--- src/iplr_params.svh ---
// Register map constants for the interrupt priority level registers
`ifndef IPLR_PARAMS_SVH
`define IPLR_PARAMS_SVH

// ----------------------------------------
// Register indices (byte address = 4 * index)
// ----------------------------------------
`define IPLR_DEBUG_EVENT_IDX 2'h0
`define IPLR_DEBUG_DATA_IDX 2'h1
`define IPLR_SYSTEM_IDX 2'h2
`define IPLR_PORT_CAN_IDX 2'h3
`define IPLR_NUM_REGS 3'h4

// ----------------------------------------
// Reset values and writable masks
// ----------------------------------------
`define IPLR_RESET_VAL 16'h0000
`define IPLR_DEBUG_EVENT_MASK 16'h3C00
`define IPLR_DEBUG_DATA_MASK 16'h003F
`define IPLR_SYSTEM_MASK 16'hFFCF
`define IPLR_PORT_CAN_MASK 16'hFFFC

// ----------------------------------------
// Field least significant bit positions
// ----------------------------------------
`define IPLR_BREAKPOINT0_LSB 12
`define IPLR_STEP_COUNTER_LSB 10
`define IPLR_DEBUG_RX_FULL_LSB 4
`define IPLR_DEBUG_TX_EMPTY_LSB 2
`define IPLR_TRACE_BUFFER_LSB 0
`define IPLR_FLASH_BUFFERS_EMPTY_LSB 14
`define IPLR_FLASH_CMD_DONE_LSB 12
`define IPLR_FLASH_ERROR_LSB 10
`define IPLR_PLL_UNLOCK_LSB 8
`define IPLR_LOW_VOLTAGE_LSB 6
`define IPLR_EXT_PIN_B_LSB 2
`define IPLR_EXT_PIN_A_LSB 0
`define IPLR_PORT_D_LSB 14
`define IPLR_PORT_E_LSB 12
`define IPLR_PORT_F_LSB 10
`define IPLR_CAN_MSGBUF_LSB 8
`define IPLR_CAN_WAKEUP_LSB 6
`define IPLR_CAN_ERROR_LSB 4
`define IPLR_CAN_BUSOFF_LSB 2

// ----------------------------------------
// Field encodings
// ----------------------------------------
`define IPLR_FIELD_DISABLED 2'h0
`define IPLR_NUM_SRC 19
`define IPLR_NUM_DEBUG_SRC 5

`endif

--- src/iplr_pkg.sv ---
// Types shared by the interrupt priority level registers
package iplr_pkg;

    // ----------------------------------------
    // Source order on the level outputs
    // ----------------------------------------
    typedef enum logic [4:0] {
        breakpoint0_level = 5'h00,
        step_counter_level = 5'h01,
        debug_rx_full_level = 5'h02,
        debug_tx_empty_level = 5'h03,
        trace_buffer_level = 5'h04,
        flash_buffers_empty_level = 5'h05,
        flash_cmd_done_level = 5'h06,
        flash_error_level = 5'h07,
        pll_unlock_level = 5'h08,
        low_voltage_level = 5'h09,
        ext_pin_b_level = 5'h0A,
        ext_pin_a_level = 5'h0B,
        port_d_level = 5'h0C,
        port_e_level = 5'h0D,
        port_f_level = 5'h0E,
        can_msgbuf_level = 5'h0F,
        can_wakeup_level = 5'h10,
        can_error_level = 5'h11,
        can_busoff_level = 5'h12
    } iplr_src_t;

    typedef logic [1:0] iplr_priority_level_field_t;

endpackage

--- src/iplr_top.sv ---
// Interrupt priority level registers with APB slave and decoded levels
//
// The APB register port is this design's own decision.
`timescale 1ns/1ps
`include "iplr_params.svh"

// Behaviour
// - Debug sources decode 00 off, 01 level 1, 10 level 2, 11 level 3
// - Other sources decode 00 off, 01 level 0, 10 level 1, 11 level 2
// - Reset clears every field to 00; all registers read zero
// - Debug event register bits 13:12 hold breakpoint unit 0 field
// - Debug event register bits 11:10 hold step counter field
// - Reserved bits read zero and ignore writes
// - Offset 1 bits 5:4 hold debug receive-full field
// - Offset 1 bits 3:2 hold debug transmit-empty field
// - Offset 1 bits 1:0 hold trace buffer field
// - Offset 2 bits 15:14 hold flash buffers empty field
// - Offset 2 bits 13:12 hold flash command complete field
// - Offset 2 bits 11:10 hold flash error field
// - Offset 2 bits 9:8 hold PLL loss-of-lock field
// - Offset 2 bits 7:6 hold low-voltage field
// - Offset 2 bits 3:2 hold external pin B field
// - Offset 2 bits 1:0 hold external pin A field
// - Offset 3 top fields hold ports D, E, F downward
// - Offset 3 bits 9:8 hold CAN message buffer field
// - Offset 3 bits 7:6 hold CAN wake-up field
// - Offset 3 bits 5:4 hold CAN error field, levels 0 to 2
// - Offset 3 bits 3:2 hold CAN bus-off field; bits 1:0 reserved
module iplr_top #(
    parameter int ADDR_W = 12
) (
    input wire logic mclk,
    input wire logic srst,
    input wire logic psel,
    input wire logic penable,
    input wire logic pwrite,
    input wire logic [ADDR_W-1:0] paddr,
    input wire logic [31:0] pwdata,
    input wire logic [3:0] pstrb,
    output logic [31:0] prdata,
    output logic pready,
    output logic pslverr,
    output logic [`IPLR_NUM_SRC-1:0] src_enable,
    output logic [2*`IPLR_NUM_SRC-1:0] src_level
);
    import iplr_pkg::*;

    // ----------------------------------------
    // Helpers
    // ----------------------------------------
    function automatic logic addr_ok(input logic [ADDR_W-1:0] a);
        return (a[1:0] == 2'h0) && ((a >> 2) < ADDR_W'(`IPLR_NUM_REGS));
    endfunction

    function automatic logic [15:0] reg_mask(input logic [1:0] idx);
        logic [15:0] m;
        m = `IPLR_DEBUG_EVENT_MASK;
        if (idx == `IPLR_DEBUG_DATA_IDX) begin
            m = `IPLR_DEBUG_DATA_MASK;
        end else if (idx == `IPLR_SYSTEM_IDX) begin
            m = `IPLR_SYSTEM_MASK;
        end else if (idx == `IPLR_PORT_CAN_IDX) begin
            m = `IPLR_PORT_CAN_MASK;
        end
        return m;
    endfunction

    // Debug sources run one level higher than the rest
    function automatic logic [1:0] decode_level(input iplr_priority_level_field_t f,
                                                input logic debug_src);
        logic [1:0] lvl;
        lvl = 2'h0;
        if (f != `IPLR_FIELD_DISABLED) begin
            lvl = debug_src ? f : 2'(f - 2'h1);
        end
        return lvl;
    endfunction

    // Enable rides above the level, so one flop holds a whole source
    function automatic logic [2:0] decode_out(input iplr_priority_level_field_t f,
                                              input logic debug_src);
        return {f != `IPLR_FIELD_DISABLED, decode_level(f, debug_src)};
    endfunction

    // ----------------------------------------
    // Register storage
    // ----------------------------------------
    logic [15:0] prio_reg [4];
    logic [15:0] prio_next;
    logic [1:0] widx;
    logic wr_access;
    logic rd_setup;
    logic setup;

    assign setup = psel && !penable;
    assign widx = paddr[3:2];
    assign wr_access = psel && penable && pready && pwrite && addr_ok(paddr);

    always_comb begin
        prio_next = prio_reg[widx];
        if (pstrb[0]) begin
            prio_next[7:0] = pwdata[7:0];
        end
        if (pstrb[1]) begin
            prio_next[15:8] = pwdata[15:8];
        end
        prio_next = prio_next & reg_mask(widx);
    end

    always_ff @(posedge mclk) begin
        if (srst) begin
            for (int i = 0; i < 4; i++) begin
                prio_reg[i] <= `IPLR_RESET_VAL;
            end
        end else if (wr_access) begin
            prio_reg[widx] <= prio_next;
        end
    end

    // ----------------------------------------
    // APB answer: no wait states, all outputs registered
    // ----------------------------------------
    assign rd_setup = setup && !pwrite && addr_ok(paddr);

    always_ff @(posedge mclk) begin
        if (srst) begin
            pready <= 1'b0;
        end else begin
            pready <= setup;
        end
    end

    always_ff @(posedge mclk) begin
        if (srst) begin
            pslverr <= 1'b0;
        end else begin
            pslverr <= setup && !addr_ok(paddr);
        end
    end

    // Read data sampled at setup; reserved bits are stored as zero
    always_ff @(posedge mclk) begin
        if (srst) begin
            prdata <= 32'h0000_0000;
        end else if (rd_setup) begin
            prdata <= {16'h0000, prio_reg[widx]};
        end else if (setup) begin
            prdata <= 32'h0000_0000;
        end
    end

    // ----------------------------------------
    // Field extraction
    // ----------------------------------------
    iplr_priority_level_field_t fld [`IPLR_NUM_SRC];

    always_comb begin
        fld[breakpoint0_level] =
            prio_reg[`IPLR_DEBUG_EVENT_IDX][`IPLR_BREAKPOINT0_LSB+:2];
        fld[step_counter_level] =
            prio_reg[`IPLR_DEBUG_EVENT_IDX][`IPLR_STEP_COUNTER_LSB+:2];
        fld[debug_rx_full_level] =
            prio_reg[`IPLR_DEBUG_DATA_IDX][`IPLR_DEBUG_RX_FULL_LSB+:2];
        fld[debug_tx_empty_level] =
            prio_reg[`IPLR_DEBUG_DATA_IDX][`IPLR_DEBUG_TX_EMPTY_LSB+:2];
        fld[trace_buffer_level] =
            prio_reg[`IPLR_DEBUG_DATA_IDX][`IPLR_TRACE_BUFFER_LSB+:2];
        fld[flash_buffers_empty_level] =
            prio_reg[`IPLR_SYSTEM_IDX][`IPLR_FLASH_BUFFERS_EMPTY_LSB+:2];
        fld[flash_cmd_done_level] =
            prio_reg[`IPLR_SYSTEM_IDX][`IPLR_FLASH_CMD_DONE_LSB+:2];
        fld[flash_error_level] =
            prio_reg[`IPLR_SYSTEM_IDX][`IPLR_FLASH_ERROR_LSB+:2];
        fld[pll_unlock_level] =
            prio_reg[`IPLR_SYSTEM_IDX][`IPLR_PLL_UNLOCK_LSB+:2];
        fld[low_voltage_level] =
            prio_reg[`IPLR_SYSTEM_IDX][`IPLR_LOW_VOLTAGE_LSB+:2];
        fld[ext_pin_b_level] =
            prio_reg[`IPLR_SYSTEM_IDX][`IPLR_EXT_PIN_B_LSB+:2];
        fld[ext_pin_a_level] =
            prio_reg[`IPLR_SYSTEM_IDX][`IPLR_EXT_PIN_A_LSB+:2];
        fld[port_d_level] =
            prio_reg[`IPLR_PORT_CAN_IDX][`IPLR_PORT_D_LSB+:2];
        fld[port_e_level] =
            prio_reg[`IPLR_PORT_CAN_IDX][`IPLR_PORT_E_LSB+:2];
        fld[port_f_level] =
            prio_reg[`IPLR_PORT_CAN_IDX][`IPLR_PORT_F_LSB+:2];
        fld[can_msgbuf_level] =
            prio_reg[`IPLR_PORT_CAN_IDX][`IPLR_CAN_MSGBUF_LSB+:2];
        fld[can_wakeup_level] =
            prio_reg[`IPLR_PORT_CAN_IDX][`IPLR_CAN_WAKEUP_LSB+:2];
        fld[can_error_level] =
            prio_reg[`IPLR_PORT_CAN_IDX][`IPLR_CAN_ERROR_LSB+:2];
        fld[can_busoff_level] =
            prio_reg[`IPLR_PORT_CAN_IDX][`IPLR_CAN_BUSOFF_LSB+:2];
    end

    // ----------------------------------------
    // Decoded levels toward arbitration
    // ----------------------------------------
    // Registered to keep arbitration timing off the bus path; one cycle lag
    logic [2:0] brk0_out_reg;
    logic [2:0] step_out_reg;
    logic [2:0] rxf_out_reg;
    logic [2:0] txe_out_reg;
    logic [2:0] trace_out_reg;
    logic [2:0] fbe_out_reg;
    logic [2:0] fcd_out_reg;
    logic [2:0] ferr_out_reg;
    logic [2:0] pll_out_reg;
    logic [2:0] lvd_out_reg;
    logic [2:0] pinb_out_reg;
    logic [2:0] pina_out_reg;
    logic [2:0] portd_out_reg;
    logic [2:0] porte_out_reg;
    logic [2:0] portf_out_reg;
    logic [2:0] cmsg_out_reg;
    logic [2:0] cwake_out_reg;
    logic [2:0] cerr_out_reg;
    logic [2:0] cboff_out_reg;

    always_ff @(posedge mclk) begin
        if (srst) begin
            brk0_out_reg <= 3'h0;
        end else begin
            brk0_out_reg <= decode_out(fld[breakpoint0_level], 1'b1);
        end
    end

    always_ff @(posedge mclk) begin
        if (srst) begin
            step_out_reg <= 3'h0;
        end else begin
            step_out_reg <= decode_out(fld[step_counter_level], 1'b1);
        end
    end

    always_ff @(posedge mclk) begin
        if (srst) begin
            rxf_out_reg <= 3'h0;
        end else begin
            rxf_out_reg <= decode_out(fld[debug_rx_full_level], 1'b1);
        end
    end

    always_ff @(posedge mclk) begin
        if (srst) begin
            txe_out_reg <= 3'h0;
        end else begin
            txe_out_reg <= decode_out(fld[debug_tx_empty_level], 1'b1);
        end
    end

    always_ff @(posedge mclk) begin
        if (srst) begin
            trace_out_reg <= 3'h0;
        end else begin
            trace_out_reg <= decode_out(fld[trace_buffer_level], 1'b1);
        end
    end

    always_ff @(posedge mclk) begin
        if (srst) begin
            fbe_out_reg <= 3'h0;
        end else begin
            fbe_out_reg <= decode_out(fld[flash_buffers_empty_level], 1'b0);
        end
    end

    always_ff @(posedge mclk) begin
        if (srst) begin
            fcd_out_reg <= 3'h0;
        end else begin
            fcd_out_reg <= decode_out(fld[flash_cmd_done_level], 1'b0);
        end
    end

    always_ff @(posedge mclk) begin
        if (srst) begin
            ferr_out_reg <= 3'h0;
        end else begin
            ferr_out_reg <= decode_out(fld[flash_error_level], 1'b0);
        end
    end

    always_ff @(posedge mclk) begin
        if (srst) begin
            pll_out_reg <= 3'h0;
        end else begin
            pll_out_reg <= decode_out(fld[pll_unlock_level], 1'b0);
        end
    end

    always_ff @(posedge mclk) begin
        if (srst) begin
            lvd_out_reg <= 3'h0;
        end else begin
            lvd_out_reg <= decode_out(fld[low_voltage_level], 1'b0);
        end
    end

    always_ff @(posedge mclk) begin
        if (srst) begin
            pinb_out_reg <= 3'h0;
        end else begin
            pinb_out_reg <= decode_out(fld[ext_pin_b_level], 1'b0);
        end
    end

    always_ff @(posedge mclk) begin
        if (srst) begin
            pina_out_reg <= 3'h0;
        end else begin
            pina_out_reg <= decode_out(fld[ext_pin_a_level], 1'b0);
        end
    end

    always_ff @(posedge mclk) begin
        if (srst) begin
            portd_out_reg <= 3'h0;
        end else begin
            portd_out_reg <= decode_out(fld[port_d_level], 1'b0);
        end
    end

    always_ff @(posedge mclk) begin
        if (srst) begin
            porte_out_reg <= 3'h0;
        end else begin
            porte_out_reg <= decode_out(fld[port_e_level], 1'b0);
        end
    end

    always_ff @(posedge mclk) begin
        if (srst) begin
            portf_out_reg <= 3'h0;
        end else begin
            portf_out_reg <= decode_out(fld[port_f_level], 1'b0);
        end
    end

    always_ff @(posedge mclk) begin
        if (srst) begin
            cmsg_out_reg <= 3'h0;
        end else begin
            cmsg_out_reg <= decode_out(fld[can_msgbuf_level], 1'b0);
        end
    end

    always_ff @(posedge mclk) begin
        if (srst) begin
            cwake_out_reg <= 3'h0;
        end else begin
            cwake_out_reg <= decode_out(fld[can_wakeup_level], 1'b0);
        end
    end

    always_ff @(posedge mclk) begin
        if (srst) begin
            cerr_out_reg <= 3'h0;
        end else begin
            cerr_out_reg <= decode_out(fld[can_error_level], 1'b0);
        end
    end

    always_ff @(posedge mclk) begin
        if (srst) begin
            cboff_out_reg <= 3'h0;
        end else begin
            cboff_out_reg <= decode_out(fld[can_busoff_level], 1'b0);
        end
    end

    // Plain wiring of flop bits, source 0 in the least significant place
    assign src_enable = {cboff_out_reg[2], cerr_out_reg[2], cwake_out_reg[2], cmsg_out_reg[2],
        portf_out_reg[2], porte_out_reg[2], portd_out_reg[2], pina_out_reg[2],
        pinb_out_reg[2], lvd_out_reg[2], pll_out_reg[2], ferr_out_reg[2],
        fcd_out_reg[2], fbe_out_reg[2], trace_out_reg[2], txe_out_reg[2],
        rxf_out_reg[2], step_out_reg[2], brk0_out_reg[2]};
    assign src_level = {cboff_out_reg[1:0], cerr_out_reg[1:0], cwake_out_reg[1:0],
        cmsg_out_reg[1:0], portf_out_reg[1:0], porte_out_reg[1:0], portd_out_reg[1:0],
        pina_out_reg[1:0], pinb_out_reg[1:0], lvd_out_reg[1:0], pll_out_reg[1:0],
        ferr_out_reg[1:0], fcd_out_reg[1:0], fbe_out_reg[1:0], trace_out_reg[1:0],
        txe_out_reg[1:0], rxf_out_reg[1:0], step_out_reg[1:0], brk0_out_reg[1:0]};

endmodule

--- config.mk ---
export PLATFORM = sky130hd
export DESIGN_NAME = iplr_top
export DESIGN_NICKNAME = d
export VERILOG_FILES = /design/src/iplr_pkg.sv /design/src/iplr_top.sv
export VERILOG_INCLUDE_DIRS = /design/src
export SDC_FILE = /design/constraint.sdc
export NUM_CORES = 1
export LEC_CHECK = 0
export BUFFER_PORTS_ARGS = -buffer_cell sky130_fd_sc_hd__buf_4
export CAP_MARGIN = 20
export CORE_UTILIZATION = 38
export CTS_CLUSTER_SIZE = 12
export DETAILED_ROUTE_END_ITERATION = 7
export PLACE_DENSITY = 0.67
export RECOVER_POWER = 100
export SYNTH_ARGS = -nofsm -noshare
export SYNTH_HDL_FRONTEND = slang
export SYNTH_SLANG_ARGS = --single-unit
--- constraint.sdc ---
create_clock -name mclk -period 2.5 [get_ports mclk]
set_input_delay 0.375 -clock mclk [delete_from_list [all_inputs] [get_ports mclk]]
set_output_delay 0.375 -clock mclk [all_outputs]
set_load 0.005 [all_outputs]
==> impl_metrics.py <==
metrics = {
    "yosys": {
        "ys_ff_latch": 139,
        "synthArstFlopShare_pct": 0,
        "ys_types": 30,
        "syn_area_sq_mm": 0.00552,
        "synth-seq-area-share_pct": 62.1,
        "syn_inst": 458,
        "synth_top_flop_cell": "dfxtp_1",
        "syn_area_per_cell_sq_um": 12.0,
        "synth_edf_count": 64,
        "yosysWarnings": 0,
    },
    "power": {
        "p_leak_nw": 2.98,
        "peakVddDrop_mv": 0.390,
        "p_per_area_mw_per_mm2": 781,
        "total_power_mw": 5.55,
    },
    "placement": {
        "dp_hpwl_um": 8240,
        "place_area_sq_mm": 0.00649,
        "routabilityCongestion": 0.782,
        "dp_cells": 734,
        "portBuffers": 109,
        "post-place-ws_ns": 0.167,
    },
    "grt": {
        "grt_pass1_vias": 3590,
        "grt_pass1_wl_um": 18600,
        "overflow": 0,
        "grt.total_usage_pct": 17.0,
        "met2_usage_pct": 26.8,
        "met3_usage_pct": 4.69,
        "top_usage_layer": "met2",
        "grt_max_degree": 80,
        "grt_util_met1_pct": 21.4,
        "antenna_found_initial": 0,
    },
    "cells_and_area": {
        "final_cell_mix": "nor2_1, dfxtp_1, clkbuf_4, edfxtp_1, nor3_1",
        "fin_cells": 766,
        "nNetsFinal": 644,
        "stdcell_area_sq_mm": 0.00710,
        "largest_reg_flops": 64,
        "syn_to_final_growth_pct": 28.7,
        "utilization_pct": 50.6,
        "antenna_cells": 0,
        "final_layout_size_suffix_gt1_share_pct": 29.7,
        "mostFrequentLayoutCell": "nor2_1",
    },
    "detailed_routing": {
        "ant_nets": 0,
        "routedWlPerCell_um": 15.4,
        "drtIter0Drc": 224,
        "wl_um": 11800,
        "viasPerCell": 4.80,
        "drt-pass1-iter-count": 4,
        "drc": 0,
        "vias": 3676,
    },
    "run": {
        "cap_viol_max_count": 1,
    },
    "clock_tree": {
        "clk_pin_slew_ns": 0.06,
        "insertion_delay_ns": 0.42,
        "cts_buffer_depth": 2,
        "cts_tree": "done",
        "cts_buffers": 17,
        "htreeDepth": 4,
        "post_cts_buffers": 0,
        "ctsResizeCount": 0,
        "cts-root-buf": "clkbuf_16",
        "cts_hold_buf": 0,
        "clock-sinks": 139,
    },
    "die": {
        "fp.coreArea_sq_mm": 0.0140,
        "core.rowCount": 43,
        "fp.dieH_um": 122,
        "die_w_um": 122,
        "pin_count": 144,
        "die_area_sq_mm": 0.0150,
        "initial_utilization_pct": 39.3,
    },
    "worst_setup_path": {
        "cp.required_ns": 2.56,
        "start_kind": "input pin",
        "cp_slowest_cell": "clkbuf_2",
        "crit_arrival_ns": 2.10,
        "endpoint_kind": "register",
        "r2r_start": "pready",
        "r2r_slack_ns": 0.65,
        "slowest_delay_ns": 1.09,
        "cp_max_fo": 79,
        "timing.rr.end": "prio_reg[0][5]",
        "crit_start": "srst",
        "r2r_cells": 3,
        "crit_chain": "buf_4 > clkbuf_2 > a21o_2",
        "crit_path_end": "prio_reg[0][5]",
        "path_class": "input pin to register",
    },
    "timing": {
        "min_period_ns": 2.03,
        "setup_viol": 0,
        "clock.fmax_ghz": 0.492,
        "rsz0062_at_grt": "no",
        "relSlewSlack_pct": -0.942,
        "setup_tns_ns": 0,
        "finalHoldViolations": 0,
        "fin_hold_ws_ns": 0.350,
        "post-route-period-util_pct": 81.3,
        "maxSlewViolCount": 80,
        "fin_worst_skew_ns": 0.00713,
        "worst_pin_slew_ns": 1.51,
        "setup_ws_ns": 0.468,
    },
    "min_path": {
        "min_path_type": "input pin to register",
    },
    "status": {
        "outcome": "finished with violations",
        "violations": "capacitance limit, slew limit",
    },
}
==> critical path, delay by kind of cell <==
kind | cells | cell delay (ns)
buffers and inverters | 2 | 1.20
AO/OA/AOI/OAI | 1 | 0.51
==> synth_stat cells (2+ instances only) <==
cell type  count  area (sq um)
nor4_4         2          42.5
nand3b_1       3          22.5
nor4_1         4          25.0
nand2_1        5          18.8
edfxtp_1      64          1920
nor2_1        89           334
a21o_2         3          26.3
nor3_1        49           245
or2_2          2          12.5
buf_1          4          15.0
buf_2          3          15.0
inv_1         33           124
dfxtp_1       75          1500
ha_1          18           225
mux4_2        16           360
clkbuf_1      16          60.1
nor2b_1       10          62.6
buf_4         17           128
mux2i_1       16           160
nand2b_1       4          25.0
a22oi_1       16           120
==> cells by family after synthesis <==
kind of cell / share of synthesized area, %
AND/OR/NAND/NOR: 15.2
flip-flops: 62.1
AO/OA/AOI/OAI: 2.99
multiplexers: 9.44
buffers and inverters: 6.19
other: 0.0680
adder cells (fa/ha/maj): 4.08
==> routing by layer <==
metal	share of wire, %	vias to the layer above
li1	-	1798
met5	0	-
met4	1.9	0
met2	47	131
met1	45	1727
met3	5.7	20
==> area by class of cell <==
class / count / area [sq um]
Tap cell: 180 / 225
Sequential cell: 139 / 3420
Clock buffer: 18 / 450
Clock inverter: 14 / 190
Timing Repair Buffer: 121 / 880
Multi-Input combinational cell: 261 / 1810
Fill cell: 1244 / 6940
Inverter: 33 / 124
==> power breakdown <==
group | leakage, nW | switching [mW] | internal, mW
sequential | 1.28 | 0.0307 | 2.45
clock | 0.316 | 0.965 | 1.73
combinational | 1.38 | 0.198 | 0.170
==> worst min path at each step <==
stage	startpoint	endpoint	cells after the start
after floorplan	prio_reg[3][6]	cwake_out_reg[0]	1
after global placement	prio_reg[3][10]	portf_out_reg[0]	1
after detailed placement	prio_reg[2][0]	pina_out_reg[0]	1
after CTS	pwdata[14]	prio_reg[3][14]	3
after global routing	pwdata[14]	prio_reg[3][14]	3
final	pwdata[14]	prio_reg[3][14]	3
(Power assumes the default switching activity.)
